--- src/include/dbg_trig_pkg.sv ---
// constants and types shared by the trigger and run-status logic
package dbg_trig_pkg;
	// register map, word index on the plain register port
	localparam logic [2:0] OFS_TRIG_CFG = 3'h0;
	localparam logic [2:0] OFS_RUN_STATUS = 3'h1;
	localparam logic [2:0] OFS_CONTROL = 3'h2;
	localparam logic [2:0] OFS_IRQ_STATUS = 3'h3;
	localparam logic [2:0] OFS_IRQ_MASK = 3'h4;
	// trigger configuration fields
	localparam int CFG_TAG_BIT = 7;
	localparam int CFG_BEGIN_BIT = 6;
	localparam int CFG_MODE_LSB = 0;
	localparam logic [7:0] CFG_WRITABLE = 8'hCF;
	// run status fields
	localparam int STS_A_BIT = 7;
	localparam int STS_B_BIT = 6;
	localparam int STS_ARMED_BIT = 5;
	localparam int STS_CNT_LSB = 0;
	// control fields
	localparam int CTRL_EN_BIT = 7;
	localparam int CTRL_ARM_BIT = 6;
	// interrupt status fields
	localparam int IRQ_DONE_BIT = 0;
	localparam int IRQ_TRIG_BIT = 1;
	localparam logic [7:0] IRQ_USED = 8'h03;
	// reset values
	localparam logic [7:0] RST_TRIG_CFG = 8'h00;
	localparam logic [7:0] RST_CONTROL = 8'h00;
	localparam logic [7:0] RST_IRQ_MASK = 8'h00;
	// capture depth in words
	localparam logic [3:0] FIFO_WORDS = 4'h8;
	// qualifier lanes: comparator a, comparator b, combined trigger
	localparam int LANES = 3;
	localparam int LANE_A = 0;
	localparam int LANE_B = 1;
	localparam int LANE_TRIG = 2;

	typedef enum logic [3:0] {
		MODE_A_ONLY = 4'b0000,
		MODE_A_OR_B = 4'b0001,
		MODE_A_THEN_B = 4'b0010,
		MODE_EVENT_B = 4'b0011,
		MODE_A_THEN_EVENT_B = 4'b0100,
		MODE_A_AND_B = 4'b0101,
		MODE_A_AND_NOT_B = 4'b0110,
		MODE_INSIDE = 4'b0111,
		MODE_OUTSIDE = 4'b1000
	} trig_mode_t;
endpackage

--- src/include/qual_if.sv ---
// match lanes between the trigger core and the opcode qualifier
`timescale 1ns/1ps
`default_nettype none
interface qual_if;
	import dbg_trig_pkg::*;
	logic [LANES-1:0] raw_hit; // unqualified matches of this access
	logic [LANES-1:0] evt; // qualified events
	logic tag_mode; // 1: wait for opcode execution
	modport core (output raw_hit, output tag_mode, input evt);
	modport qual (input raw_hit, input tag_mode, output evt);
endinterface
`default_nettype wire

--- src/design/dbg_trigger_status.sv ---
// trigger selection, run status and register port of the bus-watch debug block
`timescale 1ns/1ps
`default_nettype none
// Functional notes
// (RULE_01) trigger configuration always readable, writable only while not armed
// (RULE_02) configuration bits 4 and 5 read zero and ignore writes
// (RULE_03) tag type waits for opcode execution; force triggers on any access
// (RULE_04) begin select 0 is end trace, 1 is begin trace
// (RULE_05) event-only modes always run as begin trace
// (RULE_06) modes 0000 A, 0001 A or B, 0010 A then B
// (RULE_07) 0011 stores each B event; 0100 does so after A first
// (RULE_08) 0101 address A and data B; 0110 address A and data not B
// (RULE_09) 0111 inside A..B, 1000 outside, 1001-1111 never trigger
// (RULE_10) A flag clears at run start, sets on A match while armed
// (RULE_11) B flag clears at run start, sets on B match while armed
// (RULE_12) armed flag mirrors arm bit while enabled, set by writing arm
// (RULE_13) run completes on full in begin trace or trigger in end trace
// (RULE_14) writing 0 to arm or enable ends the run at once
// (RULE_15) valid count clears at start, shows 0..8 words at run end
// (RULE_16) valid count never decrements on readout; host tallies reads
// (RULE_17) status register is read-only, writes change nothing
// (RULE_18) arm bit set by write, cleared by run completion
// (RULE_19) configuration write while armed is silently dropped
module dbg_trigger_status
	import dbg_trig_pkg::*;
(
	input wire logic mclk, // core clock, 125 MHz
	input wire logic rst_n, // sync reset, active low
	input wire logic ce, // clock enable, freezes all state
	input wire logic [2:0] reg_addr, // register index
	input wire logic [7:0] reg_wdata, // write data
	input wire logic reg_wr, // write strobe
	input wire logic reg_rd, // read strobe
	output logic [7:0] reg_rdata, // read data, cycle after strobe
	input wire logic acc_valid, // bus access this cycle
	input wire logic cmp_a_hit, // comparator a address match
	input wire logic cmp_b_hit, // comparator b match
	input wire logic addr_ge_a, // access address >= a
	input wire logic addr_le_b, // access address <= b
	input wire logic exec_strobe, // tracked opcode executes
	input wire logic exec_flush, // tracked opcode discarded
	output logic store_req, // store access into fifo, pulse
	output logic trig_pulse, // trigger event, pulse
	output logic run_active, // run armed, level
	output logic irq // interrupt, level
);
	// register index decode, used for both strobes
	function automatic logic sel(input logic [2:0] a, input logic [2:0] ofs);
		sel = (a == ofs);
	endfunction

	qual_if qi ();

	logic [7:0] cfg_ff, ctrl_ff, irq_st_ff, irq_mask_ff, rdata_ff;
	logic af_ff, bf_ff, a_seen_ff, began_ff;
	logic [3:0] words_ff, cnt_ff;
	logic store_ff, trig_ff, irq_ff;
	logic [7:0] nxt_cfg, nxt_ctrl, nxt_irq_st, nxt_rdata, status_val;
	logic [3:0] nxt_words, nxt_cnt;
	logic wr_cfg, wr_ctrl, wr_irq_st, wr_mask;
	logic arm_bit, en_bit, wr_arm, run_start, manual_stop, auto_done, run_end;
	logic event_only, begin_eff, a_q, b_q, trig_q, store_now, in_range, trig_raw;
	trig_mode_t mode;

	// write decode; the status register has no write path
	assign wr_cfg = reg_wr & sel(reg_addr, OFS_TRIG_CFG);
	assign wr_ctrl = reg_wr & sel(reg_addr, OFS_CONTROL);
	assign wr_irq_st = reg_wr & sel(reg_addr, OFS_IRQ_STATUS);
	assign wr_mask = reg_wr & sel(reg_addr, OFS_IRQ_MASK); // RULE_17

	assign arm_bit = ctrl_ff[CTRL_ARM_BIT];
	assign en_bit = ctrl_ff[CTRL_EN_BIT];
	assign mode = trig_mode_t'(cfg_ff[CFG_MODE_LSB +: 4]);

	// config held while armed, reserved bits forced low
	assign nxt_cfg = (wr_cfg && !arm_bit) ? (reg_wdata & CFG_WRITABLE) : cfg_ff; // RULE_01 RULE_02 RULE_19

	// run control: arm needs enable; zero on either ends the run
	assign wr_arm = wr_ctrl & reg_wdata[CTRL_ARM_BIT] & reg_wdata[CTRL_EN_BIT];
	assign run_start = wr_arm & ~arm_bit; // RULE_18
	assign manual_stop = arm_bit & wr_ctrl & ~wr_arm; // RULE_14
	assign run_end = manual_stop | auto_done;

	// arm clears on completion; a rewrite of arm while running keeps the run going
	always_comb begin
		nxt_ctrl = reg_wdata;
		if (!wr_ctrl) begin
			nxt_ctrl = ctrl_ff;
		end
		nxt_ctrl[CTRL_ARM_BIT] = wr_ctrl ? wr_arm : arm_bit;
		if (auto_done && !(wr_ctrl && run_start)) begin
			nxt_ctrl[CTRL_ARM_BIT] = 1'b0; // RULE_13 RULE_18
		end
	end

	// trigger conditions on the raw access
	assign in_range = addr_ge_a & addr_le_b;
	always_comb begin
		trig_raw = 1'b0;
		unique case (mode)
			MODE_A_ONLY: trig_raw = cmp_a_hit; // RULE_06
			MODE_A_OR_B: trig_raw = cmp_a_hit | cmp_b_hit; // RULE_06
			MODE_A_THEN_B: trig_raw = cmp_b_hit & a_seen_ff; // RULE_06
			MODE_EVENT_B: trig_raw = cmp_b_hit; // RULE_07
			MODE_A_THEN_EVENT_B: trig_raw = cmp_b_hit & a_seen_ff; // RULE_07
			MODE_A_AND_B: trig_raw = cmp_a_hit & cmp_b_hit; // RULE_08
			MODE_A_AND_NOT_B: trig_raw = cmp_a_hit & ~cmp_b_hit; // RULE_08
			MODE_INSIDE: trig_raw = in_range; // RULE_09
			MODE_OUTSIDE: trig_raw = ~in_range; // RULE_09
			default: trig_raw = 1'b0; // RULE_09
		endcase
	end

	// qualifier lanes; events count only while armed
	assign qi.raw_hit[LANE_A] = acc_valid & cmp_a_hit;
	assign qi.raw_hit[LANE_B] = acc_valid & cmp_b_hit;
	assign qi.raw_hit[LANE_TRIG] = acc_valid & trig_raw;
	assign qi.tag_mode = cfg_ff[CFG_TAG_BIT]; // RULE_03
	assign a_q = arm_bit & qi.evt[LANE_A];
	assign b_q = arm_bit & qi.evt[LANE_B];
	assign trig_q = arm_bit & qi.evt[LANE_TRIG];

	match_qualifier u_qual (
		.mclk(mclk),
		.rst_n(rst_n),
		.ce(ce),
		.exec_strobe(exec_strobe),
		.exec_flush(exec_flush),
		.q(qi.qual)
	);

	// trace direction; event-only modes ignore the begin select
	assign event_only = (mode == MODE_EVENT_B) || (mode == MODE_A_THEN_EVENT_B);
	assign begin_eff = cfg_ff[CFG_BEGIN_BIT] | event_only; // RULE_04 RULE_05

	// end trace stores every access, begin trace from the trigger on, event-only per event
	assign store_now = arm_bit & (event_only ? trig_q
		: (begin_eff ? acc_valid & (began_ff | trig_q) : acc_valid)); // RULE_04 RULE_07
	// end trace wraps the fifo, so the count saturates at its depth
	assign nxt_words = (store_now && words_ff != FIFO_WORDS) ? words_ff + 4'h1 : words_ff;
	assign auto_done = arm_bit & (begin_eff ? (nxt_words == FIFO_WORDS && store_now) : trig_q); // RULE_13

	// count published only at run end; readout never touches it
	assign nxt_cnt = run_start ? 4'h0 : (run_end ? nxt_words : cnt_ff); // RULE_15 RULE_16

	// status image; armed mirrors arm, which never stands without enable
	always_comb begin
		status_val = 8'h00;
		status_val[STS_A_BIT] = af_ff; // RULE_10
		status_val[STS_B_BIT] = bf_ff; // RULE_11
		status_val[STS_ARMED_BIT] = arm_bit & en_bit; // RULE_12
		status_val[STS_CNT_LSB +: 4] = cnt_ff; // RULE_15
	end

	// read mux; unmapped indices read zero
	assign nxt_rdata = !reg_rd ? 8'h00
		: sel(reg_addr, OFS_TRIG_CFG) ? cfg_ff
		: sel(reg_addr, OFS_RUN_STATUS) ? status_val
		: sel(reg_addr, OFS_CONTROL) ? ctrl_ff
		: sel(reg_addr, OFS_IRQ_STATUS) ? irq_st_ff
		: sel(reg_addr, OFS_IRQ_MASK) ? irq_mask_ff : 8'h00;

	// sticky events: a new event beats a same-cycle clear
	always_comb begin
		nxt_irq_st = wr_irq_st ? (irq_st_ff & ~reg_wdata) : irq_st_ff;
		nxt_irq_st[IRQ_DONE_BIT] = nxt_irq_st[IRQ_DONE_BIT] | run_end;
		nxt_irq_st[IRQ_TRIG_BIT] = nxt_irq_st[IRQ_TRIG_BIT] | trig_q;
	end

	// register file
	always_ff @(posedge mclk) begin
		if (!rst_n) begin
			cfg_ff <= RST_TRIG_CFG;
			ctrl_ff <= RST_CONTROL;
			irq_st_ff <= 8'h00;
			irq_mask_ff <= RST_IRQ_MASK;
			rdata_ff <= 8'h00;
		end else if (ce) begin
			cfg_ff <= nxt_cfg;
			ctrl_ff <= nxt_ctrl;
			irq_st_ff <= nxt_irq_st;
			irq_mask_ff <= wr_mask ? (reg_wdata & IRQ_USED) : irq_mask_ff;
			rdata_ff <= nxt_rdata;
		end
	end

	// run state, all cleared at run start
	always_ff @(posedge mclk) begin
		if (!rst_n) begin
			af_ff <= 1'b0;
			bf_ff <= 1'b0;
			a_seen_ff <= 1'b0;
			began_ff <= 1'b0;
			words_ff <= 4'h0;
			cnt_ff <= 4'h0;
		end else if (ce) begin
			af_ff <= ~run_start & (af_ff | a_q); // RULE_10
			bf_ff <= ~run_start & (bf_ff | b_q); // RULE_11
			a_seen_ff <= ~run_start & (a_seen_ff | a_q); // RULE_06
			began_ff <= ~run_start & ~run_end & (began_ff | (trig_q & begin_eff));
			words_ff <= run_start ? 4'h0 : nxt_words;
			cnt_ff <= nxt_cnt; // RULE_15
		end
	end

	// outputs straight from flops
	always_ff @(posedge mclk) begin
		if (!rst_n) begin
			store_ff <= 1'b0;
			trig_ff <= 1'b0;
			irq_ff <= 1'b0;
		end else if (ce) begin
			store_ff <= store_now;
			trig_ff <= trig_q;
			irq_ff <= |(nxt_irq_st & irq_mask_ff);
		end
	end

	assign reg_rdata = rdata_ff;
	assign store_req = store_ff;
	assign trig_pulse = trig_ff;
	assign run_active = arm_bit;
	assign irq = irq_ff;
endmodule
`default_nettype wire

--- src/design/match_qualifier.sv ---
// opcode tracking qualifier for comparator and trigger matches
`timescale 1ns/1ps
`default_nettype none
module match_qualifier
	import dbg_trig_pkg::*;
(
	input wire logic mclk, // core clock
	input wire logic rst_n, // sync reset, active low
	input wire logic ce, // clock enable
	input wire logic exec_strobe, // tracked opcode executes
	input wire logic exec_flush, // tracked opcode discarded
	qual_if.qual q // lanes to the core
);
	genvar g;
	generate
		for (g = 0; g < LANES; g++) begin : g_lane
			logic pend_ff;
			logic nxt_pend;
			// force passes the access match, tag waits for the opcode to execute
			assign q.evt[g] = q.tag_mode ? (pend_ff & exec_strobe) : q.raw_hit[g]; // RULE_03
			// a new match replaces the pending one; flush drops it
			assign nxt_pend = q.raw_hit[g] | (pend_ff & ~exec_strobe & ~exec_flush);
			always_ff @(posedge mclk) begin
				if (!rst_n) begin
					pend_ff <= 1'b0;
				end else if (ce) begin
					pend_ff <= q.tag_mode & nxt_pend;
				end
			end
		end
	endgenerate
endmodule
`default_nettype wire

--- config.mk ---
export PLATFORM = sky130hd
export DESIGN_NAME = dbg_trigger_status
export DESIGN_NICKNAME = d
export VERILOG_FILES = /design/src/include/dbg_trig_pkg.sv /design/src/include/qual_if.sv /design/src/design/dbg_trigger_status.sv /design/src/design/match_qualifier.sv
export SDC_FILE = /design/constraint.sdc
export NUM_CORES = 1
export LEC_CHECK = 0
export BUFFER_PORTS_ARGS = -buffer_cell sky130_fd_sc_hd__buf_2
export CORE_ASPECT_RATIO = 1.2
export CORE_MARGIN = 1.5
export CORE_UTILIZATION = 57
export DETAILED_ROUTE_END_ITERATION = 10
export PLACE_DENSITY = 0.79
export SETUP_SLACK_MARGIN = 0.4
export SLEW_MARGIN = 20
export SYNTH_ARGS = -nofsm -noshare
export SYNTH_HDL_FRONTEND = slang
export SYNTH_SLANG_ARGS = --single-unit
--- constraint.sdc ---
create_clock -name mclk -period 2.85 [get_ports mclk]
set_input_delay 0.57 -clock mclk [delete_from_list [all_inputs] [get_ports mclk]]
set_output_delay 0.57 -clock mclk [all_outputs]
set_load 0.01 [all_outputs]
==> metrics.yaml <==
critical_path:
  endpoint_kind: "register"
  required_ps: 3040
  reg2reg_from: "cfg_ff[3]$_SDFFE_PN0P_"
  crit_path_cell_trace: "and4bb_2 > o31a_1 > o21ai_0 > o211ai_2 > a211o_2 > buf_4 > a21oi_1 > nor2_1"
  crit_slowest_cell: "dfxtp_1"
  crit_family: "compound AO/OA/AOI/OAI gates"
  critical_path.max_stage_delay_ps: 570
  worstPathMaxFanout: 10
  cp-start-kind: "register"
  crit_arrival_ps: 2530
  crit_type: "reg -> reg"
  critPathBufInv: 1
  crit_start: "cfg_ff[3]$_SDFFE_PN0P_"
power:
  power_leakage_nw: 1.26
  clock_power_share_pct: 38.7
  swShare_pct: 25.5
  intPower_mw: 1.02
  finalPower_mw: 1.36
  comb_power_share_pct: 9.3
  pwr_density_cell_nw_per_um2: 447
  ir_drop_mv: 0.260
  p_sw_uw: 347
  p_seq_share_pct: 52.1
synth:
  synth_cells: 326
  avgSynthCellArea_um2: 8.18
  synthTopCellsByArea: "dfxtp_1 38%, mux2i_1 7.5%, a21oi_1 7.3%"
  ys_warn_count: 0
  ys_async_sr_fraction_pct: 0
  seq_area_frac_synth_pct: 37.5
  synthFlopType: "dfxtp_1"
  synth_edf_count: 0
  yosysTopAreaCellShare_pct: 37.5
  synth_top_cell_by_area: "dfxtp_1"
  synth_nets: 351
  syn_area_um2: 2670
  ys_types: 60
  ys_ff_latch: 50
timing:
  setup_ws_ps: 514
  fmax_mhz: 428
  max_slew_margin_pct: 57.8
  period_needed_ps: 2340
  finalSetupTns_ps: 0
  fin_crit_sh_pct: 81.9
  worst_slew_pin_slew_ps: 633
  rsz0062_at_grt: "no"
  setup_viol_count_final: 0
  fin_worst_skew_ps: 17.8
  final_hold_viol_count: 0
  whs_ps: 418
  drv_slew: 0
route:
  dr_total_vias: 2574
  routed_wl_um: 6850
  drt-pass1-iter-count: 4
  vias_per_cell: 6.16
  ant_nets: 0
  drtIter0Drc: 233
  route.detailed.drc: 0
  wl_per_cell_um: 16.4
floorplan:
  die_y_um: 77.9
  pin_count: 35
  dieArea_um2: 5100
  dieWidth_um: 65.5
  rows: 27
  start_util_pct: 58.5
  coreArea_um2: 4560
clock_network:
  worstSkewPairLatency_ps: 320
  root_buffer: "clkbuf_8"
  clkSlewWorstSetupHoldPaths_ps: 100
  cts_tree: "done"
  cts_buffers: 5
  clk_path_buf_depth: 2
  h-tree-depth: 2
  cts_hold_buf: 0
  clock_sink_count: 50
layout:
  area_growth_pct: 14.4
  final_layout_size_suffix_gt1_share_pct: 21.1
  nets: 384
  antenna_cells: 0
global_route:
  grt_overflow: 0
  grt_pass1_vias: 2407
  antenna_found_initial: 0
  grtUsageTotal_pct: 28.3
  grt_pass1_wl_um: 11200
  grt_max_degree: 38
worst_hold_path:
  hold_start: "reg_wdata[4]"
  min_path_type: "in -> reg"
run_status:
  status: "completed"
placement:
  io_buffers: 34
  hpwlAfterDp_um: 4810
  gp_congestion: 0.891
  pre_cts_ws_ps: 277
flow_run:
  cap_violations: 0
## cells in the mapped netlist, types with 2 or more instances
cell type,count
a21boi_0,2
a21oi_1,39
a22oi_1,9
a31o_1,2
a31oi_1,2
a32oi_1,2
and2_1,3
and3_1,2
buf_2,2
buf_6,4
clkbuf_1,15
dfxtp_1,50
ha_1,2
inv_1,5
mux2i_1,20
nand2_1,43
nand3_1,11
nand3b_1,3
nand4_1,6
nor2_1,37
nor2b_1,4
nor3_1,6
nor3b_1,4
o2111ai_1,2
o21ai_0,11
o21ai_1,2
o31a_1,2
or3_1,3
xnor2_1,2
## final timing paths
| path | to | slack (ps) | cells past startpoint |
|---|---|---|---|
| worst max-delay path | irq_st_ff[0]$_SDFFE_PN0P_ | 510 | 8 |
| worst min-delay path | irq_st_ff[4]$_SDFFE_PN0P_ | 420 | 2 |
| worst max register to register | irq_st_ff[0]$_SDFFE_PN0P_ | 510 | 8 |
| worst min register to register | irq_st_ff[7]$_SDFFE_PN0P_ | 440 | 2 |
## worst register-to-register path: stages (launching register included)
cell and delay [ps]:
dfxtp_1 570, and4bb_2 320, o31a_1 240, o21ai_0 140
o211ai_2 210, a211o_2 420, buf_4 150, a21oi_1 130
nor2_1 50
## routing by layer
layer,routed length [um],global-route usage (%),vias up
met2,3430,48.1,89
met4,168,12.5,0
li1,-,-,1241
met3,413,5.51,17
met1,2840,34.1,1227
met5,0,0,-
## layout by cell type, fill, tap and decap left out, types with 3 or more instances in the layout
cell type	netlist	layout
clkbuf_8	0	5
dfxtp_1	50	47
nand3b_1	3	3
nor2_1	37	37
nor3b_1	4	4
nand4_1	6	6
inv_1	5	5
nor2b_1	4	4
nand2_1	43	43
a22oi_1	9	9
or3_1	3	3
buf_4	0	13
and2_1	3	3
buf_2	2	34
nor3_1	6	5
dfxtp_2	0	3
a21oi_1	39	39
nand3_1	11	11
mux2i_1	20	20
o21ai_0	11	11
## power groups by stage
| stage | registers, mW | logic (mW) | clock network (mW) |
|---|---|---|---|
| 2_1_floorplan | 0.724 | 0.0755 | 0 |
| 3_3_place_gp | 0.726 | 0.122 | 0 |
| 3_5_place_dp | 0.726 | 0.123 | 0 |
| 4_1_cts | 0.710 | 0.124 | 0.535 |
| 5_1_grt | 0.711 | 0.137 | 0.561 |
| 6_report | 0.710 | 0.126 | 0.527 |
## flip-flops by register name, indices dropped and copies added, names as in the netlist
name / count
ctrl_ff: 8
irq_st_ff: 8
reg_rdata: 8
cfg_ff: 6
cnt_ff: 4
words_ff: 4
u_qual.g_lane.pend_ff: 3
irq_mask_ff: 2
a_seen_ff: 1
af_ff: 1
began_ff: 1
bf_ff: 1
irq: 1
store_req: 1
trig_pulse: 1
## stage by stage
step           area [um2]  cells  util [%]
6_report             3050    418      66.9
5_1_grt              3050    418      66.9
4_1_cts              2970    412      65.2
3_5_place_dp         2860    404      62.6
3_3_place_gp         2860    404      62.6
2_1_floorplan        2670    326         -
## final cells by class
class                   instances  area, um2
clock buffers                   5       68.8
clock inverters                 3       47.5
fillers                       384       1510
inverters                       6       22.5
multi-input cells             249       1570
flip-flops and latches         50       1000
well taps                      58       72.6
repair buffers                 47        268
## timing repair
| action | 4_1_cts | 5_1_grt |
|---|---|---|
| gates resized for setup | 2 | 6 |
| cloned | 0 | 1 |
| setup buffers | 0 | 5 |
| setup endpoints to repair | 5 | 7 |
| pin swaps | 0 | 2 |
## kinds of logic after synthesis
logic type      count (synthesis)  synth area share, %
compound gates                 89                 22.6
flops                          50                 37.5
fa+ha+maj                       2                0.938
simple gates                  134                 25.2
mux                            21                 7.93
xor+xnor                        2                0.657
buf+inv                        28                 5.16
Power figures use the tool's default switching activity.
